===== config.mk =====
export PLATFORM = sky130hd
export DESIGN_NAME = profiling_capability_and_user_record
export DESIGN_NICKNAME = d
export VERILOG_FILES = /design/src/hdl/profiling_pkg.sv /design/src/hdl/profiling_capability_and_user_record.sv /design/src/hdl/user_record_builder.sv
export SDC_FILE = /design/constraint.sdc
export NUM_CORES = 1
export LEC_CHECK = 0
export ABC_AREA = 1
export BUFFER_PORTS_ARGS = -buffer_cell sky130_fd_sc_hd__buf_2
export CORE_AREA = 2 2 323 325
export DETAILED_ROUTE_END_ITERATION = 6
export DIE_AREA = 0 0 325 327
export PLACE_DENSITY_LB_ADDON = 0.3
export REMOVE_ABC_BUFFERS = 1
export SLEW_MARGIN = 5
export SYNTH_ARGS = -nofsm -noshare
export SYNTH_HDL_FRONTEND = slang
export SYNTH_SLANG_ARGS = --single-unit

===== constraint.sdc =====
create_clock -name clk -period 8.5 [get_ports clk]
set_input_delay 0.85 -clock clk [delete_from_list [all_inputs] [get_ports clk]]
set_output_delay 0.85 -clock clk [all_outputs]
set_load 0.01 [all_outputs]

===== src/hdl/profiling_pkg.sv =====
package profiling_pkg;

    // ==========================================================
    // user-inserted record layout
    // ==========================================================
    localparam int          RECORD_BITS      = 256;
    localparam logic [7:0]  USER_EVENT_ID    = 8'hFF;
    localparam logic [7:0]  RECORD_SIZE_BYTES = 8'h20;
    localparam int          REC_ID_LSB       = 0;
    localparam int          REC_CPU_LSB      = 8;
    localparam int          REC_FLAGS_LSB    = 16;
    localparam int          REC_FIRST_DATA_WORD_LSB    = 32;
    localparam int          REC_ADDR_LSB     = 64;
    localparam int          REC_SECOND_DATA_WORD_LSB    = 128;
    localparam int          REC_TS_LSB       = 192;
    localparam logic [31:0] LEGACY_UPPER_ZERO = 32'h0000_0000;

    // ==========================================================
    // identification query leaves
    // ==========================================================
    localparam logic [31:0] LEAF_EXT_FEATURES = 32'h8000_0001;
    localparam logic [31:0] LEAF_SAVE_STATE   = 32'h0000_000D;
    localparam logic [31:0] LEAF_PROFILING    = 32'h8000_001C;
    localparam logic [31:0] SUBLEAF_MAIN      = 32'h0000_0000;
    localparam logic [31:0] SUBLEAF_PROFILING = 32'h0000_003E;
    localparam logic [31:0] RESULT_ZERO       = 32'h0000_0000;

    // ==========================================================
    // feature bit positions
    // ==========================================================
    localparam int EXT_ECX_PROF_BIT  = 15;
    localparam int SAVE_EDX_PROF_BIT = 30;
    localparam int XCR_PROF_BIT      = 62;

    // ==========================================================
    // save area geometry, in bytes
    // ==========================================================
    localparam logic [31:0] SAVE_AREA_SIZE   = 32'h0000_0080;
    localparam logic [31:0] SAVE_AREA_OFFSET = 32'h0000_0340;
    localparam logic [31:0] SAVE_AREA_END    =
        SAVE_AREA_OFFSET + SAVE_AREA_SIZE;

    // ==========================================================
    // capability word bits
    // ==========================================================
    localparam int CAP_AVAIL = 0;
    localparam int CAP_VAL   = 1;
    localparam int CAP_IRE   = 2;
    localparam int CAP_BRE   = 3;
    localparam int CAP_DME   = 4;
    localparam int CAP_CNH   = 5;
    localparam int CAP_RNH   = 6;
    localparam int CAP_CONT  = 29;
    localparam int CAP_TS    = 30;
    localparam int CAP_INT   = 31;
    localparam logic [31:0] CAP_DEFINED_MASK = 32'hE000_007F;
    localparam logic [31:0] CAP_FULL_RESET   = 32'hE000_007F;

    // ==========================================================
    // geometry word fields
    // ==========================================================
    localparam int GEO_CB_LSB     = 0;
    localparam int GEO_SIZE_LSB   = 8;
    localparam int GEO_MAX_LSB    = 16;
    localparam int GEO_OFFSET_LSB = 24;
    localparam logic [7:0] OFFSET_ALIGN_MASK = 8'hF8;
    localparam logic [7:0] MAX_EVENT_RESET   = 8'h06;
    localparam logic [7:0] EVENT_OFFSET_RESET = 8'h80;
    localparam logic [7:0] CB_QWORDS_RESET   = 8'h00;
    localparam logic [31:0] OTHER_SAVE_RESET = 32'h0000_0240;

endpackage


===== src/hdl/profiling_capability_and_user_record.sv =====
`timescale 1ns/10ps
// Operation
// - user event writes record with id 255
// - byte 1 carries configured cpu identifier
// - flags immediate and first data word
// - bytes 15-8 hold instruction address
// - register operand, zero extended in legacy
// - timestamp when flag set, else zero
// - support bit mirrored in three places
// - subleaf 62 size reports 128 bytes
// - subleaf 62 offset reports 832 bytes
// - supported max always, enabled max conditionally
// - available bit mirrors enable register bit 62
// - available bits from config, subset of full
// - bits 1-6 flag event identifiers 1-6
// - bits 29-31 mode flags, 28:7 reserved
// - control block quadwords at least minimum
// - record size field reports 32 bytes
// - highest event identifier, excluding 255
// - event offset, multiple of eight
// - full capability bit 0 reports support
module profiling_capability_and_user_record #(
    parameter logic [31:0] FULL_CAPS         = profiling_pkg::CAP_FULL_RESET,
    parameter logic [7:0]  MAX_EVENT_ID      = profiling_pkg::MAX_EVENT_RESET,
    parameter logic [7:0]  EVENT_AREA_OFFSET =
        profiling_pkg::EVENT_OFFSET_RESET,
    parameter logic [7:0]  CB_QWORDS_MIN     = profiling_pkg::CB_QWORDS_RESET,
    parameter logic [31:0] OTHER_SUPPORTED_SIZE =
        profiling_pkg::OTHER_SAVE_RESET
) (
    // clock and reset
    input  wire logic                                  clk,
    input  wire logic                                  rst,
    // insert user event instruction
    input  wire logic                                  ins_valid,
    output logic                                       ins_ready,
    input  wire logic [15:0]                           ins_flags,
    input  wire logic [31:0]                           ins_first_data,
    input  wire logic [63:0]                           ins_address,
    input  wire logic [63:0]                           ins_reg_value,
    // core context
    input  wire logic                                  legacy_mode,
    input  wire logic                                  timestamp_enable_flag,
    input  wire logic [63:0]                           timestamp_counter,
    // profiling configuration register contents
    input  wire logic [7:0]                            cpu_identifier,
    input  wire logic [31:1]                           config_avail_bits,
    // extended feature enable register
    input  wire logic [63:0]                           feature_enable_reg,
    input  wire logic [31:0]                           other_enabled_size,
    // record toward the ring buffer
    output logic                                       record_valid,
    input  wire logic                                  record_ready,
    output logic [profiling_pkg::RECORD_BITS-1:0]      record_data,
    // identification query
    input  wire logic                                  query_valid,
    input  wire logic [31:0]                           query_leaf,
    input  wire logic [31:0]                           query_subleaf,
    output logic                                       result_valid,
    output logic [31:0]                                result_eax,
    output logic [31:0]                                result_ebx,
    output logic [31:0]                                result_ecx,
    output logic [31:0]                                result_edx
);

    // ==========================================================
    // user record builder
    // ==========================================================
    user_record_builder u_builder (
        .clk                   (clk),
        .rst                   (rst),
        .ins_valid             (ins_valid),
        .ins_ready             (ins_ready),
        .ins_flags             (ins_flags),
        .ins_first_data        (ins_first_data),
        .ins_address           (ins_address),
        .ins_reg_value         (ins_reg_value),
        .cpu_identifier        (cpu_identifier),
        .legacy_mode           (legacy_mode),
        .timestamp_enable_flag (timestamp_enable_flag),
        .timestamp_counter     (timestamp_counter),
        .record_valid          (record_valid),
        .record_ready          (record_ready),
        .record_data           (record_data)
    );

    // ==========================================================
    // capability and geometry words
    // ==========================================================
    typedef struct packed {
        logic        valid;
        logic [31:0] available_capability_word;
        logic [31:0] record_geometry_word;
        logic [31:0] ecx;
        logic [31:0] edx;
    } query_state_type;

    query_state_type st_q;
    query_state_type st_d;

    logic        prof_supported;
    logic        prof_enabled;
    logic [31:0] full_caps_word;
    logic [31:0] avail_caps_word;
    logic [7:0]  offset_aligned;
    logic [7:0]  cb_floor;
    logic [7:0]  cb_quadwords;
    logic [31:0] geometry_word;
    logic [31:0] supported_max;
    logic [31:0] enabled_max;

    // full capability word, reserved positions forced to zero
    always_comb begin
        full_caps_word = FULL_CAPS & profiling_pkg::CAP_DEFINED_MASK;
        prof_supported = full_caps_word[profiling_pkg::CAP_AVAIL];
    end

    // available word: enable bit plus config bits masked by full
    always_comb begin
        prof_enabled = feature_enable_reg[profiling_pkg::XCR_PROF_BIT];
        avail_caps_word = '0;
        avail_caps_word[profiling_pkg::CAP_AVAIL] = prof_enabled;
        avail_caps_word[31:1] = config_avail_bits
            & full_caps_word[31:1];
        // event ids 1..6 and mode flags keep their positions
        avail_caps_word[profiling_pkg::CAP_RNH:profiling_pkg::CAP_VAL] =
            config_avail_bits[profiling_pkg::CAP_RNH:profiling_pkg::CAP_VAL]
            & full_caps_word[profiling_pkg::CAP_RNH:profiling_pkg::CAP_VAL];
        avail_caps_word[28:7] = 22'h0;
    end

    // geometry word fields
    always_comb begin
        offset_aligned = EVENT_AREA_OFFSET
            & profiling_pkg::OFFSET_ALIGN_MASK;
        cb_floor = 8'(offset_aligned >> 3) + MAX_EVENT_ID;
        cb_quadwords = (CB_QWORDS_MIN > cb_floor)
            ? CB_QWORDS_MIN : cb_floor;
        geometry_word = '0;
        geometry_word[profiling_pkg::GEO_CB_LSB +: 8] = cb_quadwords;
        geometry_word[profiling_pkg::GEO_SIZE_LSB +: 8] =
            profiling_pkg::RECORD_SIZE_BYTES;
        geometry_word[profiling_pkg::GEO_MAX_LSB +: 8] = MAX_EVENT_ID;
        geometry_word[profiling_pkg::GEO_OFFSET_LSB +: 8] =
            offset_aligned;
    end

    // save area maxima
    always_comb begin
        supported_max = (OTHER_SUPPORTED_SIZE > profiling_pkg::SAVE_AREA_END)
            ? OTHER_SUPPORTED_SIZE : profiling_pkg::SAVE_AREA_END;
        if (prof_enabled
            && other_enabled_size < profiling_pkg::SAVE_AREA_END) begin
            enabled_max = profiling_pkg::SAVE_AREA_END;
        end else begin
            enabled_max = other_enabled_size;
        end
    end

    // query decode; answers stand until the next query
    always_comb begin
        st_d = st_q;
        st_d.valid = query_valid;
        if (query_valid) begin
            st_d.available_capability_word = profiling_pkg::RESULT_ZERO;
            st_d.record_geometry_word = profiling_pkg::RESULT_ZERO;
            st_d.ecx = profiling_pkg::RESULT_ZERO;
            st_d.edx = profiling_pkg::RESULT_ZERO;
            case (query_leaf)
                profiling_pkg::LEAF_EXT_FEATURES: begin
                    st_d.ecx[profiling_pkg::EXT_ECX_PROF_BIT] =
                        prof_supported;
                end
                profiling_pkg::LEAF_SAVE_STATE: begin
                    if (query_subleaf == profiling_pkg::SUBLEAF_MAIN) begin
                        st_d.record_geometry_word = enabled_max;
                        st_d.ecx = supported_max;
                        st_d.edx[profiling_pkg::SAVE_EDX_PROF_BIT] =
                            prof_supported;
                    end else if (query_subleaf ==
                                 profiling_pkg::SUBLEAF_PROFILING) begin
                        st_d.available_capability_word = profiling_pkg::SAVE_AREA_SIZE;
                        st_d.record_geometry_word = profiling_pkg::SAVE_AREA_OFFSET;
                    end
                end
                profiling_pkg::LEAF_PROFILING: begin
                    st_d.available_capability_word = avail_caps_word;
                    st_d.record_geometry_word = geometry_word;
                    st_d.edx = full_caps_word;
                end
                default: begin
                    st_d.available_capability_word = profiling_pkg::RESULT_ZERO;
                end
            endcase
        end
    end

    // query state register
    always_ff @(posedge clk or posedge rst) begin
        if (rst) begin
            st_q <= '0;
        end else begin
            st_q <= st_d;
        end
    end

    assign result_valid = st_q.valid;
    assign result_eax   = st_q.available_capability_word;
    assign result_ebx   = st_q.record_geometry_word;
    assign result_ecx   = st_q.ecx;
    assign result_edx   = st_q.edx;

    // helpers: previous query kind
    logic q_cap;
    logic q_sub62;
    logic q_main;
    logic q_ext;
    assign q_cap   = query_valid
        && query_leaf == profiling_pkg::LEAF_PROFILING;
    assign q_sub62 = query_valid
        && query_leaf == profiling_pkg::LEAF_SAVE_STATE
        && query_subleaf == profiling_pkg::SUBLEAF_PROFILING;
    assign q_main  = query_valid
        && query_leaf == profiling_pkg::LEAF_SAVE_STATE
        && query_subleaf == profiling_pkg::SUBLEAF_MAIN;
    assign q_ext   = query_valid
        && query_leaf == profiling_pkg::LEAF_EXT_FEATURES;
endmodule


===== src/hdl/user_record_builder.sv =====
`timescale 1ns/10ps
module user_record_builder (
    // clock and reset
    input  wire logic                                    clk,
    input  wire logic                                    rst,
    // instruction operands
    input  wire logic                                    ins_valid,
    output logic                                         ins_ready,
    input  wire logic [15:0]                             ins_flags,
    input  wire logic [31:0]                             ins_first_data,
    input  wire logic [63:0]                             ins_address,
    input  wire logic [63:0]                             ins_reg_value,
    // core context
    input  wire logic [7:0]                              cpu_identifier,
    input  wire logic                                    legacy_mode,
    input  wire logic                                    timestamp_enable_flag,
    input  wire logic [63:0]                             timestamp_counter,
    // record toward the ring buffer
    output logic                                         record_valid,
    input  wire logic                                    record_ready,
    output logic [profiling_pkg::RECORD_BITS-1:0]        record_data
);

    // ==========================================================
    // state
    // ==========================================================
    typedef struct packed {
        logic                                 valid;
        logic [profiling_pkg::RECORD_BITS-1:0] data;
    } builder_state_type;

    builder_state_type st_q;
    builder_state_type st_d;
    logic [63:0]       second_word;
    logic [63:0]       stamp;

    // accept a new record when empty or when the held one drains
    assign ins_ready = !st_q.valid || record_ready;

    // operand shaping
    always_comb begin
        second_word = legacy_mode
            ? {profiling_pkg::LEGACY_UPPER_ZERO, ins_reg_value[31:0]}
            : ins_reg_value;
        stamp = timestamp_enable_flag ? timestamp_counter : 64'h0;
    end

    // next state: hold until taken, then load the next record
    always_comb begin
        st_d = st_q;
        if (st_q.valid && record_ready) begin
            st_d.valid = 1'b0;
        end
        if (ins_valid && ins_ready) begin
            st_d.valid = 1'b1;
            st_d.data = '0;
            st_d.data[profiling_pkg::REC_ID_LSB +: 8] =
                profiling_pkg::USER_EVENT_ID;
            st_d.data[profiling_pkg::REC_CPU_LSB +: 8] = cpu_identifier;
            st_d.data[profiling_pkg::REC_FLAGS_LSB +: 16] = ins_flags;
            st_d.data[profiling_pkg::REC_FIRST_DATA_WORD_LSB +: 32] =
                ins_first_data;
            st_d.data[profiling_pkg::REC_ADDR_LSB +: 64] = ins_address;
            st_d.data[profiling_pkg::REC_SECOND_DATA_WORD_LSB +: 64] = second_word;
            st_d.data[profiling_pkg::REC_TS_LSB +: 64] = stamp;
        end
    end

    // state register
    always_ff @(posedge clk or posedge rst) begin
        if (rst) begin
            st_q <= '0;
        end else begin
            st_q <= st_d;
        end
    end

    assign record_valid = st_q.valid;
    assign record_data  = st_q.data;

endmodule

==> results_tabular.tex, run 1 <==
\begin{tabular}{lr}
\hline
Metric & Value \\
\hline
\multicolumn{2}{l}{\textbf{Cells and area}} \\
\quad Layout cell share with drive strength beyond 1 & about a third \\
\quad P\&R area growth vs syn & 45.5\% \\
\quad Final std cell area, no fill & about 18000 µm² \\
\quad Most frequent standard cell in the layout excluding fill and tap cells & nand2\_1 \\
\quad Top library cells by usage in the layout, fill and taps aside & nand2\_1 (758), buf\_2 (677), dfrtp\_1 (298) \\
\quad Nets & 2582 \\
\quad Filler cells & 11800 \\
\multicolumn{2}{l}{\textbf{Synth}} \\
\quad Ranking of synthesized cells by area & dfrtp\_1 (59\%), nand2\_1 (23\%), buf\_4 (5.3\%) \\
\quad Area share of the largest cell type after synthesis & around three fifths \\
\quad Most used DFF post-synth & dfrtp\_1 \\
\quad Gate count after technology mapping & roughly 1500 \\
\quad Count of cell types in the netlist & 25 \\
\quad Yosys warning total & 0 \\
\quad Post-synthesis average cell area & roughly 8.4 µm² \\
\quad Share of the yosys chip area belonging to registers & roughly three fifths \\
\quad Async set-or-reset flop fraction in the synthesized netlist & 100\% \\
\quad Leading area contributor after synthesis & dfrtp\_1 \\
\quad Number of enable-type register cells in the synthesized netlist & 0 \\
\quad Flip-flop and latch count after synthesis & 298 \\
\quad Total standard cell area after synthesis & between 10000 and 15000 µm² \\
\multicolumn{2}{l}{\textbf{Clock tree}} \\
\quad Number of hold buffers added after cts & 0 \\
\quad Clock root buffer master & clkbuf\_16 \\
\quad Number of buffers between clock root and the deepest sink & 3 \\
\quad Count of cells resized by post-cts repair & 0 \\
\quad Clock tree from TritonCTS & built \\
\quad CTS sink count & between 200 and 300 \\
\quad Number of clock buffers inserted by TritonCTS & 40 \\
\quad Clock edge transition at the registers on the reported setup and hold paths & around 0.06 ns \\
\quad Insertion delay to the later sink of the worst-skew pair & $\sim$0.58 ns \\
\quad H-tree levels & 2 \\
\quad Post-CTS setup-driven buffer insertion count & 0 \\
\multicolumn{2}{l}{\textbf{Timing}} \\
\quad Headroom to the max-slew limit & a little over a quarter \\
\quad Final Hold Violating Endpoints & 0 \\
\quad Time the worst path needs with I/O delays and setup & $\sim$2.7 ns \\
\quad Final Cycle Share & a little under a third \\
\quad Number of setup violations in the final report & 0 \\
\quad Final worst hold slack & approximately 0.33 ns \\
\quad Setup repair after global routing missed its margin & false \\
\quad Worst Tran Pin Value & roughly 1.1 ns \\
\quad Setup slack of the critical path after layout & between 5 and 6 ns \\
\quad Max frequency & roughly 370 MHz \\
\quad Final-report max-slew violation count & 0 \\
\quad Final Skew & 0.0334 ns \\
\multicolumn{2}{l}{\textbf{Detailed routing}} \\
\quad Post-route antenna net violation count & 0 \\
\quad Total vias in the final route & approximately 12000 \\
\quad Total routed wirelength & roughly 50000 µm \\
\quad Iter 0 DRT Violations & around 480 \\
\quad DR DRC count & 0 \\
\quad Vias per cell & around 3.2 \\
\quad Per-cell routed wire length & around 14 µm \\
\quad Detailed-router iteration count before antenna repair & 5 \\
\multicolumn{2}{l}{\textbf{Global route}} \\
\quad Total grt overflow & 0 \\
\quad First-pass GRT wire length & around 74000 µm \\
\quad Maximum number of pins on one net before global-route repair & between 100 and 150 \\
\quad Total global-route track usage & a little under a tenth \\
\quad Vias in the first global route & $\sim$11000 \\
\quad Number of antenna violations at the first check in global routing & 7 \\
\multicolumn{2}{l}{\textbf{Setup path}} \\
\quad Beginning of the critical path & record\_ready \\
\quad Startpoint of the lowest-slack register-to-register path & u\_builder.record\_valid \\
\quad Terminus of the critical flop-to-flop path & u\_builder.record\_data[83] \\
\quad Logic depth of the worst register-to-register path & 6 \\
\quad Reg2Reg Setup Slack & about 5.9 ns \\
\quad Kind of launch point of the worst setup path & input port \\
\quad Setup crit end & u\_builder.record\_data[83] \\
\quad Kind of end point of the critical path & flip-flop \\
\quad Arr. time, crit path & 3.18 ns \\
\quad Start-to-end type of the worst setup path & input port to flip-flop \\
\quad Largest fanout on the critical path & between 70 and 80 \\
\quad Critical path required time & about 9 ns \\
\multicolumn{2}{l}{\textbf{Floorplanning}} \\
\quad Vert. Die Dim & $\sim$330 µm \\
\quad Std-Cell Core Area & 103000 µm² \\
\quad Total die area & between 100000 and 150000 µm² \\
\quad Floorplan die width & around 330 µm \\
\quad Top-level port count & between 800 and 900 \\
\quad Initial standard-cell utilization of the core & 12.3\% \\
\quad Row count & roughly 120 \\
\multicolumn{2}{l}{\textbf{Min path}} \\
\quad Hold/Removal Path Class & input port to asynchronous set/reset pin \\
\multicolumn{2}{l}{\textbf{Placed design}} \\
\quad Detail Placement HPWL & around 37000 µm \\
\quad Post-place instance area & $\sim$17000 µm² \\
\quad Placer congestion estimate & just under 0.8 \\
\quad Pre-CTS setup slack & roughly 5.2 ns \\
\quad Count of input and output buffers & 677 \\
\multicolumn{2}{l}{\textbf{Pwr}} \\
\quad Pwr/cell area & roughly 210 nW/µm² \\
\quad Combinational cell fraction of total power & approximately 16\% \\
\quad VDD IR-drop max & around 0.10 mV \\
\quad Total chip power & 3.93 mW \\
\quad Fraction of power consumed by sequential logic & a little over two fifths \\
\quad Reported leakage power & 9.98 nW \\
\quad Internal Pwr Total & about 2.8 mW \\
\quad Clk network pwr share & a little over two fifths \\
\quad Sw frac & between 20 and 30\% \\
\quad Psw & around 1.2 mW \\
\multicolumn{2}{l}{\textbf{Status}} \\
\quad Result of the run & completed \\
\multicolumn{2}{l}{\textbf{Run}} \\
\quad Count of maximum capacitance violations & 0 \\
\hline
\end{tabular}
-- cell type report --
class / instances / area [µm²] / share of cell area [%]
Multi-Input combinational cell: 1077 / 4330 / 23.5
Tap cell: 1380 / 1730 / 9.39
Clock buffer: 59 / 1150 / 6.28
Clock inverter: 13 / 109 / 0.592
Sequential cell: 298 / 7460 / 40.5
Inverter: 30 / 125 / 0.680
Antenna cell: 1 / 2.50 / 0.0136
Timing Repair Buffer: 689 / 3490 / 19.0
-- power by group through the flow --
stage | registers [mW] | logic (mW) | clock network (mW)
detailed placement | 1.67 | 0.649 | 0
global route | 1.67 | 0.708 | 1.80
finish | 1.65 | 0.628 | 1.66
floorplan | 1.75 | 0.231 | 0
CTS | 1.65 | 0.647 | 1.75
global placement | 1.67 | 0.647 | 0
-- layer usage --
| metal | share of wire (%) | global-route usage (%) | up-vias |
|---|---|---|---|
| li1 | - | - | 5760 |
| met1 | 42 | 11.4 | 5179 |
| met2 | 46 | 14.6 | 493 |
| met3 | 8.7 | 3.15 | 72 |
| met4 | 2.7 | 3.28 | 6 |
| met5 | 0.089 | 0 | - |
-- cells by family (layout without fill, tap and decap cells) --
kind of cell | after synthesis | after routing | share of synthesized area [%]
AO/OA/AOI/OAI | 118 | 118 | 4.69
buffers and inverters | 196 | 791 | 8.87
flip-flops | 298 | 298 | 59.0
other | 1 | 71 | 0.0297
AND/OR/NAND/NOR | 889 | 889 | 27.4
-- worst min-delay path by stage --
stage / to / cells past startpoint
floorplan: result_eax[0] / 2
global placement: u_builder.record_data[92] / 2
detailed placement: u_builder.record_data[134] / 2
CTS: u_builder.record_data[162] / 2
global route: u_builder.record_data[162] / 2
finish: u_builder.record_data[162] / 2
-- synthesized netlist by cell type (all sizes together) (2+ instances only) --
| library cell | count |
|---|---|
| nand2 | 760 |
| nor3 | 3 |
| nand4 | 15 |
| nor2 | 76 |
| nand3b | 2 |
| dfrtp | 298 |
| o21ai | 115 |
| inv | 30 |
| a21oi | 2 |
| and2 | 2 |
| buf | 124 |
| clkbuf | 42 |
| nand3 | 30 |
-- through the flow --
| step | TNS [ns] | instances | util, % |
|---|---|---|---|
| detailed placement | 0 | 3474 | 16.6 |
| global placement | 0 | 3474 | 16.6 |
| global route | 0 | 3547 | 17.9 |
| floorplan | -320.79 | 1405 | - |
| CTS | 0 | 3546 | 17.9 |
| finish | 0 | 3547 | 17.9 |
-- worst max-delay path, stage by stage --
cell and delay [ns]:
buf_2 0.09, inv_1 0.04, nand2_1 0.10, nand2_4 0.25, buf_4 0.70, buf_4 0.80, nand2_1 0.10, nand2_1 0.10
-- state kept, by name (all words and copies together) (netlist names) --
signal and flops:
result_ecx 2, result_valid 1, u_builder.record_data 249, result_edx 2, result_eax 11, result_ebx 32, u_builder.record_valid 1
Power figures use the tool's default switching activity.
==> run 2: changes to the inputs <==
--- a/config.mk
+++ b/config.mk
@@ -5,11 +5,11 @@
 export SDC_FILE = /design/constraint.sdc
 export NUM_CORES = 1
 export LEC_CHECK = 0
-export ABC_AREA = 1
+export ABC_AREA = 0
 export BUFFER_PORTS_ARGS = -buffer_cell sky130_fd_sc_hd__buf_2
-export CORE_AREA = 2 2 323 325
+export CORE_AREA = 2 2 322 324
 export DETAILED_ROUTE_END_ITERATION = 6
-export DIE_AREA = 0 0 325 327
+export DIE_AREA = 0 0 324 326
 export PLACE_DENSITY_LB_ADDON = 0.3
 export REMOVE_ABC_BUFFERS = 1
 export SLEW_MARGIN = 5
==> constraint.sdc (replaced) <==
create_clock -name clk -period 2.3 [get_ports clk]
set_input_delay 0.23 -clock clk [delete_from_list [all_inputs] [get_ports clk]]
set_output_delay 0.23 -clock clk [all_outputs]
set_load 0.01 [all_outputs]
==> results_tabular.tex, run 2 <==
\begin{tabular}{lr}
\hline
Metric & Value \\
\hline
\multicolumn{2}{l}{\textbf{Status}} \\
\quad Result of the run & completed \\
\multicolumn{2}{l}{\textbf{Clock tree}} \\
\quad Post-CTS setup-driven buffer insertion count & 0 (unchanged) \\
\quad Number of clock buffers inserted by TritonCTS & 39 (-2.5\%) \\
\quad Number of hold buffers added after cts & 290 (+290) \\
\quad Number of buffers between clock root and the deepest sink & 3 (unchanged) \\
\quad Insertion delay to the later sink of the worst-skew pair & 0.58 ns (about the same) \\
\quad H-tree levels & 2 (unchanged) \\
\quad CTS sink count & 298 (unchanged) \\
\quad Count of cells resized by post-cts repair & 0 (unchanged) \\
\quad Clock edge transition at the registers on the reported setup and hold paths & 0.05 ns (about the same) \\
\quad Clock root buffer master & clkbuf\_16 \\
\quad Clock tree from TritonCTS & built \\
\multicolumn{2}{l}{\textbf{Global route}} \\
\quad Total global-route track usage & 8.71\% (-0.45 points) \\
\quad Total grt overflow & 0 (unchanged) \\
\quad Maximum number of pins on one net before global-route repair & 77 (-34\%) \\
\quad First-pass GRT wire length & 70700 µm (-4.3\%) \\
\quad Vias in the first global route & 11900 (+5.0\%) \\
\quad Number of antenna violations at the first check in global routing & 5 (-2) \\
\multicolumn{2}{l}{\textbf{Synth}} \\
\quad Post-synthesis average cell area & 11.7 µm² (+39\%) \\
\quad Area share of the largest cell type after synthesis & 59.4\% (+0.40 points) \\
\quad Leading area contributor after synthesis & dfrtp\_1 \\
\quad Gate count after technology mapping & 1076 (-28\%) \\
\quad Async set-or-reset flop fraction in the synthesized netlist & 100\% (unchanged) \\
\quad Yosys warning total & 0 (unchanged) \\
\quad Total standard cell area after synthesis & 12600 µm² (-0.67\%) \\
\quad Share of the yosys chip area belonging to registers & 59.4\% (+0.40 points) \\
\quad Ranking of synthesized cells by area & dfrtp\_1 (59\%), mux2\_2 (14\%), buf\_4 (5.3\%) \\
\quad Count of cell types in the netlist & 39 (+56\%) \\
\quad Most used DFF post-synth & dfrtp\_1 \\
\quad Number of enable-type register cells in the synthesized netlist & 0 (unchanged) \\
\quad Flip-flop and latch count after synthesis & 298 (unchanged) \\
\quad List of most frequent post-synthesis cells & dfrtp\_1 (298), nand2\_1 (162), mux2\_2 (152), o21ai\_0 (98), buf\_4 (88) \\
\quad Most frequent cell after synthesis & dfrtp\_1 \\
\multicolumn{2}{l}{\textbf{Detailed routing}} \\
\quad Post-route antenna net violation count & 0 (unchanged) \\
\quad Total vias in the final route & 11200 (-2.6\%) \\
\quad Vias per cell & 3.25 (+0.17\%) \\
\quad Detailed-router iteration count before antenna repair & 6 (+1) \\
\quad DR DRC count & 0 (unchanged) \\
\quad Per-cell routed wire length & 13.8 µm (-3.1\%) \\
\quad Iter 0 DRT Violations & 371 (-22\%) \\
\quad Total routed wirelength & 47600 µm (-5.8\%) \\
\multicolumn{2}{l}{\textbf{Pwr}} \\
\quad Internal Pwr Total & 10.8 mW (+290\%) \\
\quad Sw frac & 27.6\% (-1.7 points) \\
\quad Combinational cell fraction of total power & 18.7\% (+2.7 points) \\
\quad Reported leakage power & 10.3 nW (+3.6\%) \\
\quad VDD IR-drop max & 0.450 mV (+340\%) \\
\quad Clk network pwr share & 40.5\% (-1.6 points) \\
\quad Fraction of power consumed by sequential logic & 40.8\% (-1.1 points) \\
\quad Pwr/cell area & 695 nW/µm² (+220\%) \\
\quad Psw & 4.14 mW (+260\%) \\
\multicolumn{2}{l}{\textbf{Floorplanning}} \\
\quad Std-Cell Core Area & 103000 µm² (-0.29\%) \\
\quad Top-level port count & 833 (unchanged) \\
\quad Vert. Die Dim & 326 µm (-0.31\%) \\
\quad Total die area & 106000 µm² (-0.61\%) \\
\quad Floorplan die width & 324 µm (-0.31\%) \\
\quad Row count & 118 (unchanged) \\
\quad Initial standard-cell utilization of the core & 12.2\% (-0.048 points) \\
\multicolumn{2}{l}{\textbf{Timing}} \\
\quad Max frequency & a little under 600 MHz \\
\quad Final-report max-slew violation count & 0 (unchanged) \\
\quad Headroom to the max-slew limit & 65.6\% (+39 points) \\
\quad Time the worst path needs with I/O delays and setup & roughly 1.7 ns \\
\quad Final Skew & 0.0211 ns (-0.0123 ns) \\
\quad Final Cycle Share & between 70\% and 80\% \\
\quad Number of setup violations in the final report & 0 (unchanged) \\
\quad Final Hold Violating Endpoints & 0 (unchanged) \\
\quad Worst Tran Pin Value & 0.503 ns (-0.592 ns) \\
\quad Setup repair after global routing missed its margin & false \\
\quad Setup slack of the critical path after layout & 0.584 ns (-5.22 ns) \\
\multicolumn{2}{l}{\textbf{Setup path}} \\
\quad Critical path required time & 2.72 ns (-6.26 ns) \\
\quad Beginning of the critical path & other\_enabled\_size[19] \\
\quad Startpoint of the lowest-slack register-to-register path & u\_builder.record\_valid \\
\quad Largest fanout on the critical path & 6 (-92\%) \\
\quad Logic depth of the worst register-to-register path & 5 (-1) \\
\quad Arr. time, crit path & 2.13 ns (-1.05 ns) \\
\quad Terminus of the critical flop-to-flop path & u\_builder.record\_data[147] \\
\quad Reg2Reg Setup Slack & 0.66 ns (-5.19 ns) \\
\quad Setup crit end & result\_ebx[2] \\
\quad Kind of launch point of the worst setup path & input port \\
\quad Start-to-end type of the worst setup path & input port to flip-flop \\
\quad Kind of end point of the critical path & flip-flop \\
\multicolumn{2}{l}{\textbf{Min path}} \\
\quad Hold/Removal Path Class & input port to flip-flop \\
\multicolumn{2}{l}{\textbf{Cells and area}} \\
\quad P\&R area growth vs syn & 71.8\% \\
\quad Max FFs per register & 249 (unchanged) \\
\quad Top library cells by usage in the layout, fill and taps aside & buf\_2 (677), dfrtp\_1 (298), dlygate4sd3\_1 (290) \\
\quad Final core occ & 21.0\% (+3.1 points) \\
\quad Layout cell share with drive strength beyond 1 & 45.1\% (+10 points) \\
\quad Filler cells & 11300 (-4.5\%) \\
\quad Nets & 2485 (-3.8\%) \\
\quad Most frequent standard cell in the layout excluding fill and tap cells & buf\_2 \\
\multicolumn{2}{l}{\textbf{Run}} \\
\quad Count of maximum capacitance violations & 0 (unchanged) \\
\multicolumn{2}{l}{\textbf{Placed design}} \\
\quad Count of input and output buffers & 677 (unchanged) \\
\quad Placer congestion estimate & 0.793 (+2.1\%) \\
\quad Detail Placement HPWL & 35000 µm (-6.1\%) \\
\quad Pre-CTS setup slack & 0.297 ns (-4.87 ns) \\
\hline
\end{tabular}
==> run 2: power groups by stage <==
stage / clock network, mW / logic, mW / registers [mW]
2_1_floorplan: 0 / 0.923 / 6.47
3_3_place_gp: 0 / 2.46 / 6.18
3_5_place_dp: 0 / 2.46 / 6.19
4_1_cts: 6.42 / 2.87 / 6.11
5_1_grt: 6.60 / 3.09 / 6.19
6_report: 6.07 / 2.80 / 6.11
==> run 2: routing by layer <==
layer	track usage, %	up-vias	part of all wire (%)
li1	-	5383	-
met1	9.89	5313	40
met2	14.5	442	48
met3	3.43	74	9.1
met4	3.61	2	3.4
met5	0	-	0.034
==> run 2: layout make-up <==
| class | instances | area (µm²) | area share, % |
|---|---|---|---|
| well taps | 1380 | 1730 | 8.01 |
| clock buffers | 56 | 1110 | 5.15 |
| clock inverters | 14 | 145 | 0.673 |
| repair buffers | 1001 | 6700 | 31.1 |
| diodes | 2 | 5.00 | 0.0232 |
| flip-flops and latches | 298 | 7460 | 34.6 |
| inverters | 80 | 308 | 1.43 |
| multi-input cells | 619 | 4120 | 19.1 |
==> run 2: metrics by stage <==
stage               total power [mW]  area [µm²]   TNS, ns  cells  hold slack [ns]
floorplan                       7.40       11900  -3042.87    997            0.261
global placement                8.64       17400         0   3088            0.324
detailed placement              8.66       17400         0   3088            0.330
CTS                             15.4       21600         0   3448          0.00272
global route                    15.9       21600         0   3448           0.0549
finish                          15.0       21600         0   3450           0.0670
==> run 2: worst max-delay path, cell delays in order <==
cell and delay (ns):
dlygate4sd3_1 0.55, buf_2 0.14, nor3_1 0.43, and3_1 0.31, a211o_1 0.30, o311ai_0 0.17
==> run 2: how the worst min path moves through the flow <==
| stage | slack (ns) | end | startpoint | cells after the start |
|---|---|---|---|---|
| floorplan | 0.26 | result_valid | query_valid | 0 |
| global route | 0.05 | u_builder.record_valid | record_ready | 3 |
| global placement | 0.32 | u_builder.record_data[91] | rst | 2 |
| CTS | 0.003 | result_eax[7] | query_subleaf[4] | 3 |
| detailed placement | 0.33 | u_builder.record_data[82] | rst | 2 |
| finish | 0.07 | result_eax[7] | query_subleaf[4] | 3 |
==> run 2: kinds of logic after synthesis <==
logic type	Yosys count	synth area share, %
compound gates	149	7.38
mux	152	13.6
buf+inv	228	9.95
flops	298	59.4
simple gates	248	9.61
other cells	1	0.0299
